===== src/cgsg_pkg.sv =====
// package of register map, field layout, reset values and encodings for the gain and ramp block
`default_nettype none
package cgsg_pkg;

  // ************************************************************
  // register addresses
  // ************************************************************
  localparam logic [7:0] ADDR_GAIN_CH4 = 8'h32;
  localparam logic [7:0] ADDR_GAIN_CH3 = 8'h33;
  localparam logic [7:0] ADDR_GAIN_CH2 = 8'h34;
  localparam logic [7:0] ADDR_GAIN_CH1 = 8'h35;
  localparam logic [7:0] ADDR_RAMP_CH4_CH3 = 8'h36;
  localparam logic [7:0] ADDR_RAMP_CH2_CH1 = 8'h37;
  localparam logic [7:0] ADDR_TW_UPPER = 8'h3E;
  localparam logic [7:0] ADDR_TW_LOWER = 8'h3F;

  // ************************************************************
  // storage indices
  // ************************************************************
  localparam int REG_COUNT = 8;
  localparam int CHAN_COUNT = 4;
  localparam int REG_W = 16;
  localparam logic [2:0] IDX_GAIN_CH4 = 3'h0;
  localparam logic [2:0] IDX_GAIN_CH3 = 3'h1;
  localparam logic [2:0] IDX_GAIN_CH2 = 3'h2;
  localparam logic [2:0] IDX_GAIN_CH1 = 3'h3;
  localparam logic [2:0] IDX_RAMP_CH4_CH3 = 3'h4;
  localparam logic [2:0] IDX_RAMP_CH2_CH1 = 3'h5;
  localparam logic [2:0] IDX_TW_UPPER = 3'h6;
  localparam logic [2:0] IDX_TW_LOWER = 3'h7;

  // ************************************************************
  // field layout
  // ************************************************************
  localparam int GAIN_W = 12;
  localparam int GAIN_LSB = 4;
  localparam int GAIN_SHIFT = 10;
  localparam logic [11:0] GAIN_CODE_MAX = 12'h7FF;
  localparam logic [12:0] GAIN_EFF_TWO = 13'h0800;
  localparam int RAMP_HIGH_LSB = 8;
  localparam int STEP_LSB = 2;
  localparam logic [6:0] STEP_FULL = 7'h40;
  localparam int TW_LOWER_LSB = 8;

  // ************************************************************
  // encodings and reset values
  // ************************************************************
  typedef enum logic [1:0] {
    RAMP_RISE = 2'h0,
    RAMP_FALL = 2'h1,
    RAMP_TRIANGLE = 2'h2,
    RAMP_ZERO = 2'h3
  } cgsg_shape_t;

  typedef enum logic [0:0] {
    DIR_UP = 1'h0,
    DIR_DOWN = 1'h1
  } cgsg_dir_t;

  localparam logic [5:0] STEP_RESET = 6'h01;
  localparam logic [1:0] SHAPE_RESET = 2'h0;
  localparam logic [15:0] GAIN_REG_RESET = 16'h0000;
  localparam logic [15:0] RAMP_REG_RESET = {STEP_RESET, SHAPE_RESET, STEP_RESET, SHAPE_RESET};
  localparam logic [15:0] TW_REG_RESET = 16'h0000;
  localparam logic [15:0] READ_NONE = 16'h0000;

endpackage
`default_nettype wire


===== src/cgsg_gain.sv =====
// signed gain multiplier with saturation for one channel
`default_nettype none
module cgsg_gain #(
  parameter int DATA_W = 12
) (
  // sample in
  input wire logic signed [DATA_W-1:0] sample,
  // gain code
  input wire logic [cgsg_pkg::GAIN_W-1:0] gain_code,
  // scaled sample out
  output logic signed [DATA_W-1:0] scaled
);

  localparam int PW = DATA_W + cgsg_pkg::GAIN_W + 1;

  logic signed [cgsg_pkg::GAIN_W:0] eff;
  logic signed [PW-1:0] prod;
  logic signed [PW-1:0] shifted;

  if (DATA_W < 2 || DATA_W > 16)
  begin : g_bad_width
    $error("cgsg_gain: DATA_W must lie between 2 and 16");
  end

  always_comb
  begin
    // top code stands for an exact factor of two
    if (gain_code == cgsg_pkg::GAIN_CODE_MAX)
      eff = $signed(cgsg_pkg::GAIN_EFF_TWO);
    else
      eff = $signed({gain_code[cgsg_pkg::GAIN_W-1], gain_code});
    prod = PW'(sample) * PW'(eff);
    shifted = prod >>> cgsg_pkg::GAIN_SHIFT;
    // saturate when the upper bits disagree
    if (&shifted[PW-1:DATA_W-1] || ~|shifted[PW-1:DATA_W-1])
      scaled = shifted[DATA_W-1:0];
    else if (shifted[PW-1])
      scaled = {1'b1, {(DATA_W-1){1'b0}}};
    else
      scaled = {1'b0, {(DATA_W-1){1'b1}}};
  end

endmodule
`default_nettype wire


===== src/cgsg_top.sv =====
// four-channel digital gain, ramp pattern generator and tuning word registers
//
// Summary of operation
// - each channel keeps a 12-bit signed gain in bits 15:4, range -2 to +2
// - gain code 0x400 passes samples unchanged, 0xC00 negates them
// - code 0x7FF doubles samples exactly, code 0x800 multiplies by minus two
// - six-bit step field sets samples held per ramp level, up to 64
// - shape 0 rises, 1 falls, 2 triangle, 3 holds zero
// - higher channel of a pair uses bits 15:8, lower channel bits 7:0
// - step fields reset to one sample, shapes reset to rising ramp
// - sixteen-bit upper tuning word register, reset zero
// - lower eight tuning bits in bits 15:8 of own register, joined below upper
`default_nettype none
module cgsg_top #(
  parameter int DATA_W = 12
) (
  // clock, reset, enable
  input wire logic CLK,
  input wire logic RESET,
  input wire logic CE,
  // register port
  input wire logic [7:0] REG_ADDR,
  input wire logic [15:0] REG_WDATA,
  input wire logic REG_WRITE,
  input wire logic REG_READ,
  output logic [15:0] REG_RDATA,
  // sample streams in
  input wire logic [DATA_W-1:0] SAMPLE_CH1,
  input wire logic [DATA_W-1:0] SAMPLE_CH2,
  input wire logic [DATA_W-1:0] SAMPLE_CH3,
  input wire logic [DATA_W-1:0] SAMPLE_CH4,
  input wire logic [3:0] RAMP_SELECT,
  // converter data out
  output logic [DATA_W-1:0] DAC_CH1,
  output logic [DATA_W-1:0] DAC_CH2,
  output logic [DATA_W-1:0] DAC_CH3,
  output logic [DATA_W-1:0] DAC_CH4,
  // tuning word to synthesizer
  output logic [23:0] FREQ_WORD
);

  // ************************************************************
  // state
  // ************************************************************
  typedef struct packed {
    logic [cgsg_pkg::REG_COUNT-1:0][15:0] regs;
    logic [15:0] rdata;
    logic [3:0][6:0] hold;
    logic [3:0][DATA_W-1:0] level;
    cgsg_pkg::cgsg_dir_t [3:0] dir;
    logic [3:0][DATA_W-1:0] dac;
  } cgsg_state_t;

  localparam logic [DATA_W-1:0] LVL_MAX = {1'b0, {(DATA_W-1){1'b1}}};
  localparam logic [DATA_W-1:0] LVL_MIN = {1'b1, {(DATA_W-1){1'b0}}};
  localparam logic [DATA_W-1:0] LVL_ONE = {{(DATA_W-1){1'b0}}, 1'b1};

  cgsg_state_t st;
  cgsg_state_t next_st;

  logic [3:0][DATA_W-1:0] sample_in;
  logic [3:0][DATA_W-1:0] sel_sample;
  logic [3:0][DATA_W-1:0] scaled;
  logic [3:0][11:0] gain_field;
  logic [3:0][5:0] ramp_hold_count;
  cgsg_pkg::cgsg_shape_t [3:0] ramp_shape;
  logic hit_w;
  logic [2:0] idx_w;
  logic hit_r;
  logic [2:0] idx_r;
  logic [3:0][DATA_W:0] moved;

  if (DATA_W < 2 || DATA_W > 16)
  begin : g_bad_width
    $error("cgsg_top: DATA_W must lie between 2 and 16");
  end

  // ************************************************************
  // functions
  // ************************************************************
  // address to storage index, top bit flags a hit
  function automatic logic [3:0] reg_lookup(input logic [7:0] addr);
    if (addr == cgsg_pkg::ADDR_GAIN_CH4)
      return {1'b1, cgsg_pkg::IDX_GAIN_CH4};
    else if (addr == cgsg_pkg::ADDR_GAIN_CH3)
      return {1'b1, cgsg_pkg::IDX_GAIN_CH3};
    else if (addr == cgsg_pkg::ADDR_GAIN_CH2)
      return {1'b1, cgsg_pkg::IDX_GAIN_CH2};
    else if (addr == cgsg_pkg::ADDR_GAIN_CH1)
      return {1'b1, cgsg_pkg::IDX_GAIN_CH1};
    else if (addr == cgsg_pkg::ADDR_RAMP_CH4_CH3)
      return {1'b1, cgsg_pkg::IDX_RAMP_CH4_CH3};
    else if (addr == cgsg_pkg::ADDR_RAMP_CH2_CH1)
      return {1'b1, cgsg_pkg::IDX_RAMP_CH2_CH1};
    else if (addr == cgsg_pkg::ADDR_TW_UPPER)
      return {1'b1, cgsg_pkg::IDX_TW_UPPER};
    else if (addr == cgsg_pkg::ADDR_TW_LOWER)
      return {1'b1, cgsg_pkg::IDX_TW_LOWER};
    else
      return 4'h0;
  endfunction

  // step field to hold length, zero meaning the full 64
  function automatic logic [6:0] steps_of(input logic [5:0] field);
    if (field == 6'h00)
      return cgsg_pkg::STEP_FULL;
    else
      return {1'b0, field};
  endfunction

  // one ramp level move, returns direction and new level
  function automatic logic [DATA_W:0] advance(
    input cgsg_pkg::cgsg_shape_t shape,
    input cgsg_pkg::cgsg_dir_t dir,
    input logic [DATA_W-1:0] level
  );
    case (shape)
      cgsg_pkg::RAMP_RISE:
        return {cgsg_pkg::DIR_UP, DATA_W'(level + LVL_ONE)};
      cgsg_pkg::RAMP_FALL:
        return {cgsg_pkg::DIR_DOWN, DATA_W'(level - LVL_ONE)};
      cgsg_pkg::RAMP_TRIANGLE:
        if (dir == cgsg_pkg::DIR_UP)
          if (level == LVL_MAX)
            return {cgsg_pkg::DIR_DOWN, DATA_W'(level - LVL_ONE)};
          else
            return {cgsg_pkg::DIR_UP, DATA_W'(level + LVL_ONE)};
        else
          if (level == LVL_MIN)
            return {cgsg_pkg::DIR_UP, DATA_W'(level + LVL_ONE)};
          else
            return {cgsg_pkg::DIR_DOWN, DATA_W'(level - LVL_ONE)};
      default:
        return {cgsg_pkg::DIR_UP, {DATA_W{1'b0}}};
    endcase
  endfunction

  function automatic cgsg_state_t reset_state();
    cgsg_state_t s;
    s = '0;
    s.regs[cgsg_pkg::IDX_GAIN_CH4] = cgsg_pkg::GAIN_REG_RESET;
    s.regs[cgsg_pkg::IDX_GAIN_CH3] = cgsg_pkg::GAIN_REG_RESET;
    s.regs[cgsg_pkg::IDX_GAIN_CH2] = cgsg_pkg::GAIN_REG_RESET;
    s.regs[cgsg_pkg::IDX_GAIN_CH1] = cgsg_pkg::GAIN_REG_RESET;
    s.regs[cgsg_pkg::IDX_RAMP_CH4_CH3] = cgsg_pkg::RAMP_REG_RESET;
    s.regs[cgsg_pkg::IDX_RAMP_CH2_CH1] = cgsg_pkg::RAMP_REG_RESET;
    s.regs[cgsg_pkg::IDX_TW_UPPER] = cgsg_pkg::TW_REG_RESET;
    s.regs[cgsg_pkg::IDX_TW_LOWER] = cgsg_pkg::TW_REG_RESET;
    for (int c = 0; c < cgsg_pkg::CHAN_COUNT; c++)
    begin
      s.dir[c] = cgsg_pkg::DIR_UP;
    end
    return s;
  endfunction

  // ************************************************************
  // field extraction and datapath
  // ************************************************************
  assign sample_in[0] = SAMPLE_CH1;
  assign sample_in[1] = SAMPLE_CH2;
  assign sample_in[2] = SAMPLE_CH3;
  assign sample_in[3] = SAMPLE_CH4;
  assign {hit_w, idx_w} = reg_lookup(REG_ADDR);
  assign {hit_r, idx_r} = reg_lookup(REG_ADDR);

  for (genvar c = 0; c < cgsg_pkg::CHAN_COUNT; c++)
  begin : g_chan
    localparam logic [2:0] GIDX = 3'(cgsg_pkg::IDX_GAIN_CH1 - 3'(c));
    localparam logic [2:0] RIDX = (c >= 2) ? cgsg_pkg::IDX_RAMP_CH4_CH3
                                           : cgsg_pkg::IDX_RAMP_CH2_CH1;
    localparam int BLSB = (c % 2 == 1) ? cgsg_pkg::RAMP_HIGH_LSB : 0;
    assign gain_field[c] = st.regs[GIDX][cgsg_pkg::GAIN_LSB +: cgsg_pkg::GAIN_W];
    assign ramp_hold_count[c] = st.regs[RIDX][BLSB + cgsg_pkg::STEP_LSB +: 6];
    assign ramp_shape[c] = cgsg_pkg::cgsg_shape_t'(st.regs[RIDX][BLSB +: 2]);
    assign sel_sample[c] = RAMP_SELECT[c] ? st.level[c] : sample_in[c];
    assign moved[c] = advance(ramp_shape[c], st.dir[c], st.level[c]);
    cgsg_gain #(
      .DATA_W(DATA_W)
    ) u_gain (
      .sample(sel_sample[c]),
      .gain_code(gain_field[c]),
      .scaled(scaled[c])
    );
  end

  // ************************************************************
  // next state
  // ************************************************************
  always_comb
  begin
    next_st = st;
    if (REG_WRITE && hit_w)
      next_st.regs[idx_w] = REG_WDATA;
    if (REG_READ)
      next_st.rdata = hit_r ? st.regs[idx_r] : cgsg_pkg::READ_NONE;
    for (int c = 0; c < cgsg_pkg::CHAN_COUNT; c++)
    begin
      if (ramp_shape[c] == cgsg_pkg::RAMP_ZERO)
      begin
        next_st.level[c] = '0;
        next_st.hold[c] = 7'h00;
        next_st.dir[c] = cgsg_pkg::DIR_UP;
      end
      else if (st.hold[c] >= 7'(steps_of(ramp_hold_count[c]) - 7'h01))
      begin
        next_st.hold[c] = 7'h00;
        next_st.dir[c] = cgsg_pkg::cgsg_dir_t'(moved[c][DATA_W]);
        next_st.level[c] = moved[c][DATA_W-1:0];
      end
      else
        next_st.hold[c] = 7'(st.hold[c] + 7'h01);
      next_st.dac[c] = scaled[c];
    end
  end

  always_ff @(posedge CLK)
  begin
    if (RESET)
      st <= reset_state();
    else if (CE)
      st <= next_st;
  end

  // ************************************************************
  // outputs
  // ************************************************************
  assign REG_RDATA = st.rdata;
  assign DAC_CH1 = st.dac[0];
  assign DAC_CH2 = st.dac[1];
  assign DAC_CH3 = st.dac[2];
  assign DAC_CH4 = st.dac[3];
  assign FREQ_WORD = {st.regs[cgsg_pkg::IDX_TW_UPPER],
                      st.regs[cgsg_pkg::IDX_TW_LOWER][cgsg_pkg::TW_LOWER_LSB +: 8]};

  // ************************************************************
  // checks
  // ************************************************************
  a_gain_field_write: assert property (@(posedge CLK) disable iff (RESET)
    CE && REG_WRITE && REG_ADDR == cgsg_pkg::ADDR_GAIN_CH4
    |=> gain_field[3] == $past(REG_WDATA[15:4]))
    else $error("channel 4 gain field not taken from write");

  a_gain_unity: assert property (@(posedge CLK) disable iff (RESET)
    CE && gain_field[0] == 12'h400 |=> DAC_CH1 == $past(sel_sample[0]))
    else $error("unity gain did not pass sample");

  a_gain_negate: assert property (@(posedge CLK) disable iff (RESET)
    CE && gain_field[0] == 12'hC00 && sel_sample[0] != LVL_MIN
    |=> DATA_W'(DAC_CH1 + $past(sel_sample[0])) == '0)
    else $error("minus one gain did not negate sample");

  a_gain_double: assert property (@(posedge CLK) disable iff (RESET)
    CE && gain_field[1] == 12'h7FF && sel_sample[1][DATA_W-1] == sel_sample[1][DATA_W-2]
    |=> DAC_CH2 == {$past(sel_sample[1][DATA_W-2:0]), 1'b0})
    else $error("plus two gain did not double sample");

  a_gain_minus_two: assert property (@(posedge CLK) disable iff (RESET)
    CE && gain_field[2] == 12'h800 && sel_sample[2][DATA_W-1:DATA_W-2] == 2'b00
    |=> DATA_W'(DAC_CH3 + {$past(sel_sample[2][DATA_W-2:0]), 1'b0}) == '0)
    else $error("minus two gain wrong");

  a_gain_clip: assert property (@(posedge CLK) disable iff (RESET)
    CE && gain_field[3] == 12'h7FF && sel_sample[3] == LVL_MAX |=> DAC_CH4 == LVL_MAX)
    else $error("positive overflow not saturated");

  a_hold_level: assert property (@(posedge CLK) disable iff (RESET)
    CE && ramp_shape[0] != cgsg_pkg::RAMP_ZERO
    && st.hold[0] < 7'(steps_of(ramp_hold_count[0]) - 7'h01)
    |=> st.level[0] == $past(st.level[0]) && st.hold[0] == 7'($past(st.hold[0]) + 7'h01))
    else $error("ramp level moved before its hold ran out");

  a_rise_step: assert property (@(posedge CLK) disable iff (RESET)
    CE && ramp_shape[1] == cgsg_pkg::RAMP_RISE
    && st.hold[1] >= 7'(steps_of(ramp_hold_count[1]) - 7'h01)
    |=> st.level[1] == DATA_W'($past(st.level[1]) + LVL_ONE))
    else $error("rising ramp did not step up by one");

  a_zero_shape: assert property (@(posedge CLK) disable iff (RESET)
    CE && ramp_shape[2] == cgsg_pkg::RAMP_ZERO |=> st.level[2] == '0)
    else $error("zero shape left a level");

  a_pair_map: assert property (@(posedge CLK) disable iff (RESET)
    CE && REG_WRITE && REG_ADDR == cgsg_pkg::ADDR_RAMP_CH4_CH3
    |=> ramp_shape[3] == $past(REG_WDATA[9:8]) && ramp_hold_count[2] == $past(REG_WDATA[7:2]))
    else $error("ramp pair fields misplaced");

  a_reset_values: assert property (@(posedge CLK)
    $fell(RESET) |-> ramp_hold_count[0] == cgsg_pkg::STEP_RESET
    && ramp_shape[3] == cgsg_pkg::RAMP_RISE && FREQ_WORD == 24'h000000)
    else $error("wrong values after reset");

  a_tw_lower: assert property (@(posedge CLK) disable iff (RESET)
    CE && REG_WRITE && REG_ADDR == cgsg_pkg::ADDR_TW_LOWER
    |=> FREQ_WORD[7:0] == $past(REG_WDATA[15:8]))
    else $error("lower tuning bits not placed");

  a_tw_upper: assert property (@(posedge CLK) disable iff (RESET)
    CE && REG_WRITE && REG_ADDR == cgsg_pkg::ADDR_TW_UPPER
    |=> FREQ_WORD[23:8] == $past(REG_WDATA))
    else $error("upper tuning word not placed");

endmodule
`default_nettype wire


===== config.mk =====
export PLATFORM = sky130hd
export DESIGN_NAME = cgsg_top
export DESIGN_NICKNAME = d
export VERILOG_FILES = /design/src/cgsg_pkg.sv /design/src/cgsg_gain.sv /design/src/cgsg_top.sv
export SDC_FILE = /design/constraint.sdc
export NUM_CORES = 2
export LEC_CHECK = 0
export ABC_AREA = 1
export CAP_MARGIN = 10
export CORE_MARGIN = 10
export CORE_UTILIZATION = 60
export DETAILED_ROUTE_END_ITERATION = 16
export DONT_BUFFER_PORTS = 1
export GPL_TIMING_DRIVEN = 0
export PLACE_DENSITY = 0.76
export SYNTH_ARGS = -nofsm -noshare
export SYNTH_HDL_FRONTEND = slang
export SYNTH_SLANG_ARGS = --single-unit

===== constraint.sdc =====
create_clock -name CLK -period 9.1 [get_ports CLK]
set_clock_uncertainty 0.1 [all_clocks]
set_input_delay 1.82 -clock CLK [delete_from_list [all_inputs] [get_ports CLK]]
set_output_delay 1.82 -clock CLK [all_outputs]
set_load 0.005 [all_outputs]

==> results_dict.tcl <==
set metrics [dict create \
    synth_top_family_by_area "adder cells" \
    worstSetupStartpointType "input pin" \
    grtUsageMet3 0.0668 \
    hpwl_mm 96.7 \
    worstHoldStart "st[257]" \
    crit_family "adder cells" \
    cts_tree "built" \
    rsz0062_at_grt "no" \
    synth_edf_count 0 \
    cpMostUsedCell "inv_1" \
    ys_warn_count 0 \
    critPathMaxStageDelay_ns 0.78 \
    cap_violations 0 \
    io_buffers 0 \
    crit_path_max_fanout 10 \
    cp_slowest_cell "o21ai_1" \
    post_cts_buffers 0 \
    gp_congestion 1.06 \
    viasPerCell 5.57 \
    power_density_mw_per_mm2 77.1 \
    finalCritPeriodShare 0.897 \
    ioPinCount 169 \
    drtIter0Drc 3250 \
    synth-seq-cells 272 \
    synth_nets 6290 \
    outcome "finished clean" \
    worstPathArrival_ns 8.53 \
    fin_tns_setup_ns 0 \
    design.core.area_sq_mm 0.0647 \
    hold_path.class "flip-flop to flip-flop" \
    row_count 93 \
    grtUsageTotal 0.301 \
    final_nets 6328 \
    numClockSinks 272 \
    p_leak_nw 21.4 \
    async_flop_share 0 \
    dieWidth_um 276 \
    yosys_most_used_dff "dfxtp_1" \
    synth.cell_area_sq_mm 0.0394 \
    grt_pass1_vias 34700 \
    hold_buffers 0 \
    synthMuxAreaShare 0 \
    synth-simple-area-share 0.206 \
    numCtsBuffers 34 \
    ir_drop_uv 104 \
    synthDistinctLibCells 54 \
    clk_path_buf_depth 3 \
    met1_usage 0.392 \
    tightest_slew_ns 1.37 \
    cp-end-kind "flip-flop" \
    ys_top_cells_by_count "nand2_1, inv_1, fa_1" \
    top_usage_layer "met2" \
    critPathKind "input pin to flip-flop" \
    clk_latency_ns 0.58 \
    start_util 0.609 \
    fin_area_sq_mm 0.0417 \
    cp.required_ns 9.47 \
    final.min_clock_period_ns 8.16 \
    use_met2 0.476 \
    synthTopCellsByArea "fa_1, dfxtp_1, nand2_1, inv_1, ha_1" \
    postRouteWirelength_mm 116 \
    yosysMostFrequentCell "nand2_1" \
    total_power_w 0.00321 \
    maxSlewViolCount 0 \
    max_freq_mhz 123 \
    place_area_sq_mm 0.0405 \
    antenna_found_initial 5 \
    drc 0 \
    yosys.area.top_type_share 0.297 \
    hold_viol 0 \
    crit_start "RAMP_SELECT[3]" \
    synthAdderAreaFrac 0.377 \
    grt.overflow.total 0 \
    postCtsResizedCells 0 \
    routedWlPerCell_um 18.5 \
    worst_setup_hold_path_clk_slew_ns 0.06 \
    netlist_instances 5373 \
    die-height_um 276 \
    grt_pass1_wl_mm 186 \
    synth_top_cell_by_area "fa_1" \
    setup_viol 0 \
    slew_headroom 0.0881 \
    synth_xor_area_frac 0.0387 \
    r2r-start "gain_field[11]" \
    htreeDepth 2 \
    cts_root_buffer "clkbuf_16" \
    ant_nets 0 \
    cp.buffers_inverters 9 \
    vias 35000 \
    grt_max_degree 13 \
    area_delta_synth_final_pct 5.74 \
    synth_compound_area_frac 0.0962 \
    syn_area_per_cell_sq_um 7.33 \
    drive_above_1_share 0.0442 \
    first_pass_iters 6 \
    die_area_sq_mm 0.0763 \
    yosysSeqAreaShare 0.138 \
]
## layer usage
| metal | routed length (um) | up-vias |
|---|---|---|
| met4 | 5460 | 2 |
| met3 | 11500 | 337 |
| met5 | 7 | - |
| li1 | - | 16400 |
| met2 | 51600 | 1654 |
| met1 | 47500 | 16600 |
## per-stage QoR
| stage | instances | hold slack (ns) | worst slack [ns] | util |
|---|---|---|---|---|
| after floorplan | 5373 | 0.320 | 1.67 | - |
| after global placement | 6228 | 0.333 | 0.484 | 0.626 |
| after detailed placement | 6230 | 0.337 | 0.435 | 0.626 |
| after CTS | 6289 | 0.346 | 1.05 | 0.644 |
| after global routing | 6291 | 0.370 | 0.532 | 0.644 |
| final | 6291 | 0.348 | 0.937 | 0.644 |
## layout by cell type (no fill, tap or decap), types with 5 or more instances in the layout
cell type  Yosys  final
a21oi_1      275    275
clkbuf_8       0      5
nand2_1     1148   1148
o211ai_1      31     31
inv_1       1115   1115
fa_1         584    584
o21ai_1       30     30
clkbuf_1     102    106
xnor2_1       50     50
nand3b_1      12     12
nor4_1        14     14
buf_4         91     91
nand2_2        6      6
nor2_1       484    484
o22ai_1       58     58
buf_2         40     40
o21ai_0      269    269
clkbuf_16      0     35
ha_1         252    252
nand4_1       52     52
buf_1          5      5
o31ai_1        5      5
nand3_1      204    204
clkinv_1      27     27
inv_2         20     20
xor2_1       124    124
o2111ai_1      5      5
dfxtp_1      272    272
clkinv_2       0      5
o21bai_1       9      9
a31oi_1        8      8
nor3_1        28     28
## path summary, 6_finish.rpt
check,cells after the start,end,slack (ns)
worst max register to register,33,DAC_CH1[8],1.95
worst min-delay path,2,st[257],0.35
worst max-delay path,28,DAC_CH4[10],0.94
worst min register to register,2,st[257],0.35
## power breakdown
group          switching, W  total (W)  internal [W]
clock              0.000583    0.00144      0.000861
combinational      0.000364   0.000533      0.000169
sequential        0.0000195    0.00123       0.00122
## kinds of logic (layout without fill, tap and decap cells)
group | Yosys count | after routing
adders and majority gates | 836 | 836
AOI/OAI and AO/OA | 705 | 705
buffers and inverters | 1402 | 1463
DFF | 272 | 272
xor gates and xnor gates | 174 | 174
and+or+nand+nor | 1984 | 1984
other | 0 | 2
## sequential cells by signal, indices dropped and copies added (netlist names)
register         count
DAC_CH2             12
st                 104
DAC_CH1             12
DAC_CH4             12
DAC_CH3             12
ramp_hold_count     24
REG_RDATA           16
FREQ_WORD           24
gain_field          48
ramp_shape           8
## layout make-up
| class | count | area (sq um) |
|---|---|---|
| Clock inverter | 15 | 196 |
| Timing Repair Buffer | 2 | 30.0 |
| Buffer | 240 | 1300 |
| Tap cell | 855 | 1070 |
| Sequential cell | 272 | 5450 |
| Fill cell | 5804 | 23000 |
| Antenna cell | 2 | 5.00 |
| Multi-Input combinational cell | 3699 | 28300 |
| Inverter | 1162 | 4360 |
| Clock buffer | 44 | 960 |
## worst register-to-register path: cells and delay by family, from the launching register on
kind,cells,cell delay [ns]
compound gates,2,0.53
fa+ha+maj,6,2.82
buf+inv,11,1.44
flops,1,0.29
simple gates,14,1.85
(Power assumes the default switching activity.)
